**src/rtl/grid_driver_pkg.sv**
```systemverilog
// constants shared by the serial latch output driver
// assumes a single 100 MHz system clock and synchronous reset
package grid_driver_pkg;
  // ==========================================================
  // structure
  localparam int STAGES = 20;
  localparam int FIFO_DEPTH = 8;
  localparam int FIFO_WIDTH = 1;
  // ==========================================================
  // reset values and forced output patterns
  localparam logic [STAGES-1:0] SHIFT_RESET = 20'h00000;
  localparam logic [STAGES-1:0] LATCH_RESET = 20'h00000;
  localparam logic [STAGES-1:0] DRIVE_RESET = 20'h00000;
  localparam logic [STAGES-1:0] ALL_HIGH = 20'hfffff;
  localparam logic [STAGES-1:0] ALL_LOW = 20'h00000;
  // ==========================================================
  // timing of the host shift clock
  localparam int CLK_PERIOD_NS = 10;
  localparam int SHIFT_MIN_PERIOD_NS = 250;
  localparam int SHIFT_MIN_CYCLES =
    (SHIFT_MIN_PERIOD_NS + CLK_PERIOD_NS - 1) / CLK_PERIOD_NS;
endpackage

```
**src/rtl/grid_driver.sv**
```systemverilog
// serial-in shift register, latch and blanked driver outputs
// assumes host pins are synchronous to MCLK, host shift clock <= 4 MHz
//
// What this block does
// - each shift clock rising edge queues a bit unless the fifo is full; each pop moves every stage into the next one
// - serial input bit enters stage one per shift clock; one drives high
// - last stage appears on the serial output for cascading
// - latch follows the shift register while the strobe is high
// - strobe low holds the latch at the contents before the fall
// - twenty driver outputs, each from its own latch bit
// - blanking low forces all outputs low, latch and stages untouched
// - blanking defaults high; then outputs follow the latch bits
// - test defaults low; with blanking high, test high forces all outputs high
`timescale 1ns/1ns

// ============================================================
// fifo
module bit_fifo #(
  parameter int WIDTH = 1,
  parameter int DEPTH = 8
) (
  // clock and reset
  input wire logic clk,
  input wire logic srst,
  // fill side
  input wire logic in_valid,
  output logic in_ready,
  input wire logic [WIDTH-1:0] in_data,
  // drain side
  output logic out_valid,
  input wire logic out_ready,
  output logic [WIDTH-1:0] out_data
);
  localparam int AW = $clog2(DEPTH);
  logic [WIDTH-1:0] mem_q [DEPTH];
  logic [WIDTH-1:0] mem_d [DEPTH];
  logic [AW-1:0] wr_q, wr_d, rd_q, rd_d;
  logic [AW:0] cnt_q, cnt_d;
  logic push, pop;

  function automatic logic [AW-1:0] bump(input logic [AW-1:0] p);
    if (p == AW'(DEPTH - 1)) begin
      return '0;
    end
    return p + 1'b1;
  endfunction

  assign in_ready = cnt_q != (AW+1)'(DEPTH);
  assign out_valid = cnt_q != '0;
  assign out_data = mem_q[rd_q];
  assign push = in_valid && in_ready;
  assign pop = out_valid && out_ready;

  always_comb begin
    mem_d = mem_q;
    wr_d = wr_q;
    rd_d = rd_q;
    cnt_d = cnt_q;
    if (push) begin
      mem_d[wr_q] = in_data;
      wr_d = bump(wr_q);
    end
    if (pop) begin
      rd_d = bump(rd_q);
    end
    if (push && !pop) begin
      cnt_d = cnt_q + 1'b1;
    end else if (pop && !push) begin
      cnt_d = cnt_q - 1'b1;
    end
  end

  always_ff @(posedge clk) begin
    mem_q <= mem_d;
    if (srst) begin
      wr_q <= '0;
      rd_q <= '0;
      cnt_q <= '0;
    end else begin
      wr_q <= wr_d;
      rd_q <= rd_d;
      cnt_q <= cnt_d;
    end
  end
endmodule

// ============================================================
// top
module grid_driver
  import grid_driver_pkg::*;
(
  // clock and reset
  input wire logic MCLK,
  input wire logic SRST,
  // host serial side
  input wire logic SHIFT_CLK,
  input wire logic SERIAL_IN,
  output logic SHIFT_READY,
  output logic SERIAL_OUT,
  // host control
  input wire logic LATCH_STROBE,
  input wire logic OUTPUT_BLANK_N,
  input wire logic TEST_OVERRIDE,
  // display side
  output logic [STAGES-1:0] DRIVER_OUTPUTS
);
  logic sclk_q, sclk_d;
  logic [STAGES-1:0] shift_q, shift_d;
  logic [STAGES-1:0] latch_q, latch_d;
  logic [STAGES-1:0] drive_q, drive_d;
  logic rise, pop_valid, pop_ready, pop_bit;

  // ==========================================================
  // shift clock edge and bit buffer
  assign rise = SHIFT_CLK && !sclk_q;
  // shifting pauses during test so the pattern survives it
  assign pop_ready = !TEST_OVERRIDE;

  bit_fifo #(.WIDTH(FIFO_WIDTH), .DEPTH(FIFO_DEPTH)) bit_fifo_i (
    .clk(MCLK),
    .srst(SRST),
    .in_valid(rise),
    .in_ready(SHIFT_READY),
    .in_data(SERIAL_IN),
    .out_valid(pop_valid),
    .out_ready(pop_ready),
    .out_data(pop_bit)
  );

  // ==========================================================
  // next state
  always_comb begin
    sclk_d = SHIFT_CLK;
    shift_d = shift_q;
    if (pop_valid && pop_ready) begin
      shift_d = {shift_q[STAGES-2:0], pop_bit};
    end
    latch_d = latch_q;
    if (LATCH_STROBE) begin
      latch_d = shift_q;
    end
    if (!OUTPUT_BLANK_N) begin
      drive_d = ALL_LOW;
    end else if (TEST_OVERRIDE) begin
      drive_d = ALL_HIGH;
    end else begin
      drive_d = latch_q;
    end
  end

  always_ff @(posedge MCLK) begin
    if (SRST) begin
      sclk_q <= 1'b0;
      shift_q <= SHIFT_RESET;
      latch_q <= LATCH_RESET;
      drive_q <= DRIVE_RESET;
    end else begin
      sclk_q <= sclk_d;
      shift_q <= shift_d;
      latch_q <= latch_d;
      drive_q <= drive_d;
    end
  end

  assign SERIAL_OUT = shift_q[STAGES-1];
  assign DRIVER_OUTPUTS = drive_q;

  // ==========================================================
  // check helpers: pops since reset and the first bit taken
  logic [4:0] pops_q, pops_d;
  logic first_q, first_d;

  // counter saturates so the end-of-chain check fires once per run
  always_comb begin
    pops_d = pops_q;
    first_d = first_q;
    if (pop_valid && pop_ready && pops_q != 5'(STAGES)) begin
      pops_d = pops_q + 5'h01;
    end
    if (pop_valid && pop_ready && pops_q == 5'h00) begin
      first_d = pop_bit;
    end
  end

  always_ff @(posedge MCLK) begin
    if (SRST) begin
      pops_q <= 5'h00;
      first_q <= 1'b0;
    end else begin
      pops_q <= pops_d;
      first_q <= first_d;
    end
  end
endmodule

```
**config.mk**
```make
export PLATFORM = sky130hd
export DESIGN_NAME = grid_driver
export DESIGN_NICKNAME = d
export VERILOG_FILES = /design/src/rtl/grid_driver_pkg.sv /design/src/rtl/grid_driver.sv
export SDC_FILE = /design/constraint.sdc
export NUM_CORES = 1
export LEC_CHECK = 0
export BUFFER_PORTS_ARGS = -buffer_cell sky130_fd_sc_hd__buf_2
export CORE_MARGIN = 1.5
export CORE_UTILIZATION = 45
export DETAILED_ROUTE_END_ITERATION = 8
export GPL_TIMING_DRIVEN = 1
export SLEW_MARGIN = 20
export SYNTH_ARGS = -nofsm -noshare
export SYNTH_HDL_FRONTEND = slang
export SYNTH_HIERARCHICAL = 1
export SYNTH_SLANG_ARGS = --single-unit
```
**constraint.sdc**
```tcl
create_clock -name MCLK -period 6.1 [get_ports MCLK]
set_clock_uncertainty 0.1 [all_clocks]
set_input_delay 0.61 -clock MCLK [delete_from_list [all_inputs] [get_ports MCLK]]
set_output_delay 0.61 -clock MCLK [all_outputs]
set_load 0.01 [all_outputs]
```
Word level (Yosys, flattened, before mapping)
Index checks and enable logic that the tools add are counted.

cells by class
  add/subtract/negate cells = 4
  order comparisons = 3
  equal/unequal tests = 3
  multiplexer cells = 17
  bitwise gates (word level) = 3
  reductions and logical operators = 13

operators with widths
  cell                                                         count
  two-way mux 20 bit                                           1
  two-way mux 3 bit                                            4
  bitwise mux 8 bit                                            1
  greater-or-equal comparator 4 bit (second input constant)    2
  two-way mux 4 bit                                            2
  NOT 3 -> 4 bit                                               2
  two-way mux 1 bit                                            7
  adder 3 x 1 -> 3 bit (second input constant)                 2
  equality test 3 bit (second input constant)                  2
  logical AND 1 bit                                            6
  adder 4 x 1 -> 4 bit (second input constant)                 1
  zero test 1 bit                                              4
  less-than comparator 4 x 1 -> 1 bit (second input constant)  1
  != test 4 bit (second input constant)                        1
  nonzero test 4 bit                                           1
  subtractor 4 x 1 -> 4 bit (second input constant)            1
  binary-select mux 1 bit (select 3 bit)                       1
  demux 1 bit (select 3 bit)                                   1
  nonzero test 2 bit                                           1
  OR reduction 2 bit                                           1
  NOT 1 bit                                                    1

storage, ports and cells
  register bits after elaboration = 79
  input port bits = 7
  output and inout bits = 22
  word-level logic and storage cells = 58

Longest topological paths before layout
Gate-level depths: netlist of the first run.

  depth in word-level cells = 7
  mapped depth = 10
  depth with buffers taken out = 10

By module
The synthesis of the first run kept the hierarchy.

modules (own cells, without submodules)
  module       times used  cells each  area an instance (µm²)  sequential area each (µm²)
  grid_driver  1           200         2080.7                  1221.2
  bit_fifo     1           83          922.1                   440.4

Least setup slack after synthesis of the first run
No wires, ideal clock.

  path kind = register to register
  start = reg bit_fifo_i.cnt_q[0]
  end = reg bit_fifo_i.cnt_q[3]
  library setup time = 121 ps
  arrival = 2396 ps
  data required time = 5879 ps
  slack = 3484 ps
  stages on the path, launching flop included = 11
  path buffers = 0
  clock period less this slack = 2616 ps
  path through = dfxtp_1 -> or4b_4 -> nand2_4 -> inv_2 -> ha_1 -> inv_1 -> ha_1 -> a21oi_1 -> a211oi_1 -> a31oi_1 -> mux2_2

on the way
  longest elaborated chain between the ends = 5
  elaborated cells on any way between the ends = 13
  those cells by class = 2 x add/sub; 1 x eq/ne; 2 x mux; 8 x reduce/logical

ends and longest elaborated chain
  element                              line               source
  start: declaration                   grid_driver.sv:38  logic [AW:0] cnt_q, cnt_d;
  start signal: assignment             grid_driver.sv:82  cnt_q <= cnt_d;
  != test 4 bit (*)                    grid_driver.sv:48  assign in_ready = cnt_q != (AW+1)'(DEPTH);
  named net SHIFT_READY                grid_driver.sv:98  output logic SHIFT_READY,
  logical AND 1 bit (*)                grid_driver.sv:51  assign push = in_valid && in_ready;
  named net bit_fifo_i.push            grid_driver.sv:39  logic push, pop;
  zero test 1 bit                      grid_driver.sv:68  end else if (pop && !push) begin
  logical AND 1 bit                    grid_driver.sv:68
  nonzero test 2 bit (no source line)  --

Mark *: on every way through the listed nets, which the timed path passes. The rest lies on a longest branch. The select of a mux whose other input is x is not followed.
A chain may end at the register's enable or synchronous reset.

Worst setup path after layout of the first run
  start = reg bit_fifo_i.cnt_q[0]
  end = reg bit_fifo_i.cnt_q[3]

on the way
  longest elaborated chain between the ends = 5
  elaborated cells on any way between the ends = 13
  those cells by class = 2 x add/sub; 1 x eq/ne; 2 x mux; 8 x reduce/logical

ends and longest elaborated chain
  element                              line
  != test 4 bit (*)                    grid_driver.sv:48
  logical AND 1 bit (*)                grid_driver.sv:51
  named net bit_fifo_i.push            grid_driver.sv:39
  zero test 1 bit                      grid_driver.sv:68
  logical AND 1 bit                    grid_driver.sv:68
  nonzero test 2 bit (no source line)  --

Marks and branches as above.

==> results of run 1 <==
logic make-up after synthesis:
| group | count (synthesis) | share of synthesized area |
|---|---|---|
| simple gates | 122 | 0.1958 |
| flops | 79 | 0.5533 |
| mux | 44 | 0.1558 |
| buf+inv | 17 | 0.02875 |
| compound gates | 11 | 0.02458 |
| fa+ha+maj | 8 | 0.03583 |
| xor+xnor | 2 | 0.005834 |
power by group through the flow:
| stage | combinational (W) | clock [W] | sequential [W] |
|---|---|---|---|
| finish | 0.000275 | 0.000393 | 0.000584 |
| global route | 0.000307 | 0.000427 | 0.000589 |
| CTS | 0.000280 | 0.000403 | 0.000584 |
| detailed placement | 0.000277 | 0 | 0.000596 |
| global placement | 0.000274 | 0 | 0.000594 |
| floorplan | 0.000235 | 0 | 0.000592 |
registers in the layout, indices dropped and copies added (netlist names):
name	flops
sclk_q	1
bit_fifo_i/wr_q	3
bit_fifo_i/cnt_q	4
bit_fifo_i/mem_q	8
shift_q	20
DRIVER_OUTPUTS	20
latch_q	20
bit_fifo_i/rd_q	3
path summary, 6_finish.rpt:
path | startpoint | end | slack (ns) | cells past startpoint
setup / recovery | bit_fifo_i/cnt_q[0] | bit_fifo_i/cnt_q[3] | 3.29 | 10
hold / removal | latch_q[6] | DRIVER_OUTPUTS[6] | 0.37 | 2
setup reg to reg | bit_fifo_i/cnt_q[0] | bit_fifo_i/cnt_q[3] | 3.29 | 10
hold reg to reg | latch_q[6] | DRIVER_OUTPUTS[6] | 0.37 | 2
per-stage QoR:
step,total power [W],hold WS [ns],cells,setup slack (ns)
floorplan,0.0008271,0.3373,283,3.484
global placement,0.0008675,0.3518,376,3.266
detailed placement,0.0008733,0.3553,376,3.155
CTS,0.001266,0.3710,391,3.274
global route,0.001323,0.3991,391,3.075
finish,0.001252,0.3734,391,3.292
worst max-delay path, delay by kind of cell (launching register included):
family | cells | cell delay, ns
AND/OR/NAND/NOR | 2 | 0.69
AO/OA/AOI/OAI | 3 | 0.50
adder cells (fa/ha/maj) | 2 | 0.49
flip-flops | 1 | 0.37
multiplexers | 1 | 0.35
buffers and inverters | 2 | 0.20
cells in the mapped netlist:
master    instances  area, µm²
inv_1             2      7.510
mux2_2            2      22.52
a31oi_1           1      6.260
nor2b_1           4      25.02
nor2_1           69      259.0
xor2_1            1      8.760
or4b_4            1      13.76
nand2_1           9      33.78
or4_4             1      11.26
nand2_2           1      6.260
a21oi_2           4      35.03
buf_6             2      22.52
or3_1             1      6.260
a21oi_1           4      20.02
mux4_2            2      45.04
clkbuf_1          6      22.52
nand2_4           2      22.52
dfxtp_1          71       1421
nor3_1            4      20.02
inv_2             1      3.750
xnor2_1           1      8.760
edfxtp_1          8      240.2
or3_2             1      7.510
nor4_1            1      6.260
ha_1              7      87.58
o21ai_1           1      5.000
nand3_1           3      15.01
a211oi_1          1      7.510
nand2b_1         24      150.1
or4bb_1           1      11.26
mux2i_1          40      400.4
buf_2             6      30.03
fa_1              1      20.02
final cells by class:
type / instances / share of cell area
clock buffer: 10 / 0.04396
inverter: 3 / 0.003325
sequential: 79 / 0.4906
tap: 77 / 0.02844
clock inverter: 5 / 0.01662
multi-input combinational: 187 / 0.3713
timing repair buffer: 30 / 0.04581
per-layer routing:
metal	vias up	routed length, µm	GRT usage
li1	992	-	-
met2	30	2063	0.2150
met1	841	2426	0.1940
met4	0	106	0.07771
met5	-	0	0
met3	9	186	0.05015
==> metrics, run 1 <==
final hold vios=0; Layout fillers=589; Pint=0.0008964 W; most frequent cell on the critical path=ha_1; Seq cells post-synth=79; syn_nets=298; initial core utilization=0.4702; sequential cell area=1662 µm²; nets=325; GRT Total Usage=0.1476; CTS root buf=clkbuf_8; Worst-Margin Slew=0.7647 ns; RePlAce Congestion=0.7755; CORE AREA=6386 µm²; number of setup violations in the final report=0; Worst path max stage delay=0.56 ns; Util after Layout=0.5304; switching pwr=0.0003552 W; commonest non-fill, non-tap cells in the layout=71 x dfxtp_1, 69 x nor2_1, 40 x mux2i_1; final WL=4783 µm; commonest non-fill, non-tap cell in the layout=dfxtp_1; routed len/inst=12.23 µm; outcome=complete, no violations; number of max-cap violations=0; H-tree levels=3; initial antenna violation count=0; IR drop worst, VDD=0.0002642 V; Netlist cell types=33; die area=7172 µm²; Synth warnings=6; Hold Path Class=reg2reg; DR pass1 iterations=4; power share of the sequential group=0.466; Inserted Clock Buffers=9; Final period util=0.4604; DR vias=1,872; synthesis-to-layout area growth=12.79%; required time of the critical path=6.23 ns; Post-DRT Antenna Nets=0; Pins Over Slew Limit=0; TritonCTS Sinks=79; footprint of the multi-input gates=1257 µm²; CTS tree=built; placed wire-length estimate=2984 µm; share of cells above drive strength 1=0.1943; Netlist Area Pre-Place=3003 µm²; Synth Instances=283; DRC=0; maximum number of pins on one net before global-route repair=55; Max clock buf depth=2; Clk pwr share=0.314; Rows=29; ant diodes=0; initial DRC count=87; first-pass GRT wire length=8252 µm; die width=84.69 µm; die height=84.69 µm; I/O Buffers=28; crit path launch type=flip-flop; achievable frequency=356.1 MHz; Static Leakage=1.444 nW; total congestion overflow=0; slew margin rel.=0.4902; Worst EP arrival=2.94 ns; Critical Path Sink Type=flip-flop; clock latency on the worst-skew pair=0.34 ns; crit path time final=2.808 ns; post-route setup TNS=0 ns; Post-DP Area=3182 µm²; Mapped Avg Cell Area=10.61 µm²; number of global-route vias before repair=1,770; sw frac=0.2838; slowest CP cell=or4b_4; crit-path cells=or4b_4, nand2_4, inv_2, ha_1, inv_1, ha_1, a21oi_1, a211oi_1, a31oi_1, mux2_2; Post-CTS Hold Buffers=0; Worst-path clk slew=0.08 ns; power density cells=369.5 nW/µm²; Setup Crit Path Kind=reg2reg; register area share after synthesis=0.5533; PostCTS Resize Cnt=0; io pins=29; logic gate share of total power=0.220; number of buffers added for setup after CTS=0; crit path max fanout=9; average vias per placed instance=4.788; RSZ-0062 raised after global routing=no; post-layout instance area=3387 µm²
(Power assumes the default switching activity.)
==> inputs of run 2 (changes only) <==
--- a/config.mk
+++ b/config.mk
@@ -5,11 +5,13 @@
 export SDC_FILE = /design/constraint.sdc
 export NUM_CORES = 1
 export LEC_CHECK = 0
+export ABC_AREA = 1
 export BUFFER_PORTS_ARGS = -buffer_cell sky130_fd_sc_hd__buf_2
 export CORE_MARGIN = 1.5
 export CORE_UTILIZATION = 45
 export DETAILED_ROUTE_END_ITERATION = 8
 export GPL_TIMING_DRIVEN = 1
+export PLACE_DENSITY = 0.66
 export SLEW_MARGIN = 20
 export SYNTH_ARGS = -nofsm -noshare
 export SYNTH_HDL_FRONTEND = slang
==> constraint.sdc (replaced) <==
create_clock -name MCLK -period 2.49 [get_ports MCLK]
set_clock_uncertainty 0.1 [all_clocks]
set_input_delay 0.249 -clock MCLK [delete_from_list [all_inputs] [get_ports MCLK]]
set_output_delay 0.249 -clock MCLK [all_outputs]
set_load 0.01 [all_outputs]
==> metrics, run 2 <==
outcome=finished with violations (was complete, no violations); failing checks=design-rule violations; DR pass1 iterations=7 (was 4); number of max-cap violations=0 (unchanged); Post-DRT Antenna Nets=0 (unchanged); DRC=5 (was 0); IR drop worst, VDD=0.0004567 V (was 0.0002642 V); pre-CTS setup slack=0.3063 ns (was 3.155 ns); RSZ-0062 raised after global routing=no (unchanged); Worst-path clk slew=0.07 ns (was 0.08 ns); routed len/inst=10.39 µm (was 12.23 µm); Synth warnings=6 (unchanged); synth cell count leaders=115 x nor2_1, 71 x dfxtp_1, 40 x nand2_1 (was 71 x dfxtp_1, 69 x nor2_1, 40 x mux2i_1); placed wire-length estimate=3401 µm (was 2984 µm); Setup Crit Path Kind=reg2reg (unchanged); cell with the most instances after synthesis=nor2_1 (was dfxtp_1); initial antenna violation count=0 (unchanged); slew margin rel.=0.6142 (was 0.4902); Worst path max stage delay=0.36 ns (was 0.56 ns); first-pass GRT wire length=8901 µm (was 8252 µm); Worst EP arrival=2.32 ns (was 2.94 ns); Async SR Flop Fraction=0 (unchanged); Buf/Inv on CP=3 (was 2); Reg2Reg Depth=12 (was 10); share of cells above drive strength 1=0.1408 (was 0.1943); power density cells=1086 nW/µm² (was 369.5 nW/µm²); worst reg2reg path startpoint=bit_fifo_i/cnt_q[0] (unchanged); share of the synthesized area in the top cell type=0.4641 (was 0.4733); Critical Path Sink Type=flip-flop (unchanged); ant diodes=0 (unchanged); Static Leakage=1.615 nW (was 1.444 nW); Netlist Area Pre-Place=3063 µm² (was 3003 µm²); CTS root buf=clkbuf_8 (unchanged); Cells after DPL=480 (was 376); PostCTS Resize Cnt=0 (unchanged); DR vias=2,317 (was 1,872); Worst-Margin Slew=0.5787 ns (was 0.7647 ns); crit path max fanout=5 (was 9); crit-path cells=nor2_2, nand3_4, nand2_4, inv_2, ha_1, inv_1, ha_1, or2_2, nand3_1, nand3_1, nand2_1, inv_1 (was or4b_4, nand2_4, inv_2, ha_1, inv_1, ha_1, a21oi_1, a211oi_1, a31oi_1, mux2_2); post-route setup TNS=0 ns (unchanged); delay-heaviest family, CP=simple AND/OR/NAND/NOR gates (unchanged); CTS tree=built (unchanged); Mapped Avg Cell Area=7.935 µm² (was 10.61 µm²); Hold EP=sclk_q (was DRIVER_OUTPUTS[6]); Rows=29 (unchanged); Hold Path Depth=3 (was 2); Top FF cell, synth=dfxtp_1 (unchanged); Max clock buf depth=2 (unchanged); commonest non-fill, non-tap cells in the layout=115 x nor2_1, 71 x dfxtp_1, 40 x nand2_1 (was 71 x dfxtp_1, 69 x nor2_1, 40 x mux2i_1); average vias per placed instance=4.671 (was 4.788); Pins Over Slew Limit=0 (unchanged); die area=7310 µm² (was 7172 µm²); die width=85.50 µm (was 84.69 µm); nets=429 (was 325); total congestion overflow=0 (unchanged); GRT Total Usage=0.1540 (was 0.1476); required time of the critical path=2.63 ns (was 6.23 ns); Hold Slack=0.02583 ns (was 0.3734 ns); H-tree levels=3 (unchanged); synthesis-to-layout area growth=13.40% (was 12.79%); number of global-route vias before repair=2,024 (was 1,770); maximum number of pins on one net before global-route repair=41 (was 55); commonest non-fill, non-tap cell in the layout=nor2_1 (was dfxtp_1); initial DRC count=121 (was 87); Hold Path Class=in2reg (was reg2reg); Non-Filler Instances=496 (was 391); number of setup violations in the final report=0 (unchanged); io pins=29 (unchanged); Setup WS post-layout=0.3083 ns (was 3.292 ns); Seq cells post-synth=79 (unchanged); initial core utilization=0.4742 (was 0.4702); Synth area leader=dfxtp_1 (unchanged); Inserted Clock Buffers=9 (unchanged); syn_nets=401 (was 298); Synth Instances=386 (was 283); CORE AREA=6459 µm² (was 6386 µm²); slowest CP cell=dfxtp_1 (was or4b_4); die height=85.50 µm (was 84.69 µm); EDFF count, synth=8 (unchanged); crit path time final=2.182 ns (was 2.808 ns); clock latency on the worst-skew pair=0.34 ns (about the same); Reg2Reg Setup Slack=0.31 ns (was 3.29 ns); Final period util=0.8762 (was 0.4604); Post-CTS Hold Buffers=0 (unchanged); achievable frequency=458.4 MHz (was 356.1 MHz); register area share after synthesis=0.5425 (was 0.5533); critical hold path startpoint=SHIFT_CLK (was latch_q[6]); crit path launch type=flip-flop (unchanged); I/O Buffers=28 (unchanged); Netlist cell types=23 (was 33); RePlAce Congestion=0.7236 (was 0.7755); number of buffers added for setup after CTS=0 (unchanged); final hold vios=0 (unchanged); dominant cells by area after synthesis=dfxtp_1 46%, nor2_1 14%, edfxtp_1 7.8% (was dfxtp_1 47%, mux2i_1 13%, nor2_1 8.6%); R2R Path End=bit_fifo_i/cnt_q[3] (unchanged); TritonCTS Sinks=79 (unchanged); final WL=5155 µm (was 4783 µm)
## run 2: changes by cell type after synthesis, sizes merged, moves of 8 or more
cell / previous run / this run
buf: 8 / 16
nand2: 12 / 42
nand2b: 24 / 0
nor2: 69 / 116
a21oi: 8 / 23
mux2i: 40 / 0
inv: 3 / 40
nand3: 3 / 25
o21ai: 1 / 31
## run 2: worst max path at each step
stage,cells past startpoint,endpoint,start,slack (ns)
after floorplan,12,bit_fifo_i/cnt_q[3],bit_fifo_i/cnt_q[0],0.42
after global placement,12,bit_fifo_i/cnt_q[3],bit_fifo_i/cnt_q[0],0.38
after detailed placement,12,bit_fifo_i/cnt_q[3],bit_fifo_i/cnt_q[0],0.31
after CTS,12,bit_fifo_i/cnt_q[3],bit_fifo_i/cnt_q[0],0.30
after global routing,12,bit_fifo_i/cnt_q[3],bit_fifo_i/cnt_q[0],0.12
final,12,bit_fifo_i/cnt_q[3],bit_fifo_i/cnt_q[0],0.31
## run 2: power breakdown
group / internal [W] / switching, W
combinational: 0.000422 / 0.000683
clock: 0.000567 / 0.000444
sequential: 0.00151 / 0.000145
total: 0.00250 / 0.00127
## run 2: area by class of cell
cell class,instances,area (µm²)
timing repair buffer,35,192.7
clock buffer,11,131.4
sequential,79,1662
clock inverter,5,82.58
multi-input combinational,249,1159
tap,77,96.34
inverter,40,150.1
fill,611,2985
## run 2: kinds of logic after synthesis
group,count (synthesis),share of synthesized area
and+or+nand+nor,185,0.2492
buffers and inverters,58,0.07925
AOI/OAI and AO/OA,54,0.08824
adders and majority gates,8,0.03513
xor gates and xnor gates,2,0.005720
DFF,79,0.5425
## run 2: routing by layer
metal	track usage	vias up	share of wire
met5	0	-	0
met4	0.07478	0	0.0083
met3	0.04716	2	0.046
met2	0.2427	47	0.44
met1	0.1928	1004	0.50
li1	-	1264	-
## run 2: worst min-delay path, stage by stage
cell	delay (ns)
buf_2	0.07
inv_1	0.04
nor2_1	0.07
## run 2: metrics by stage
stage          cell area (µm²)  total power [W]    util
2_1_floorplan             3063         0.002563       -
3_3_place_gp              3259         0.002766  0.5046
3_5_place_dp              3259         0.002793  0.5046
4_1_cts                   3473         0.003815  0.5378
5_1_grt                   3473         0.004080  0.5378
6_report                  3473         0.003771  0.5378
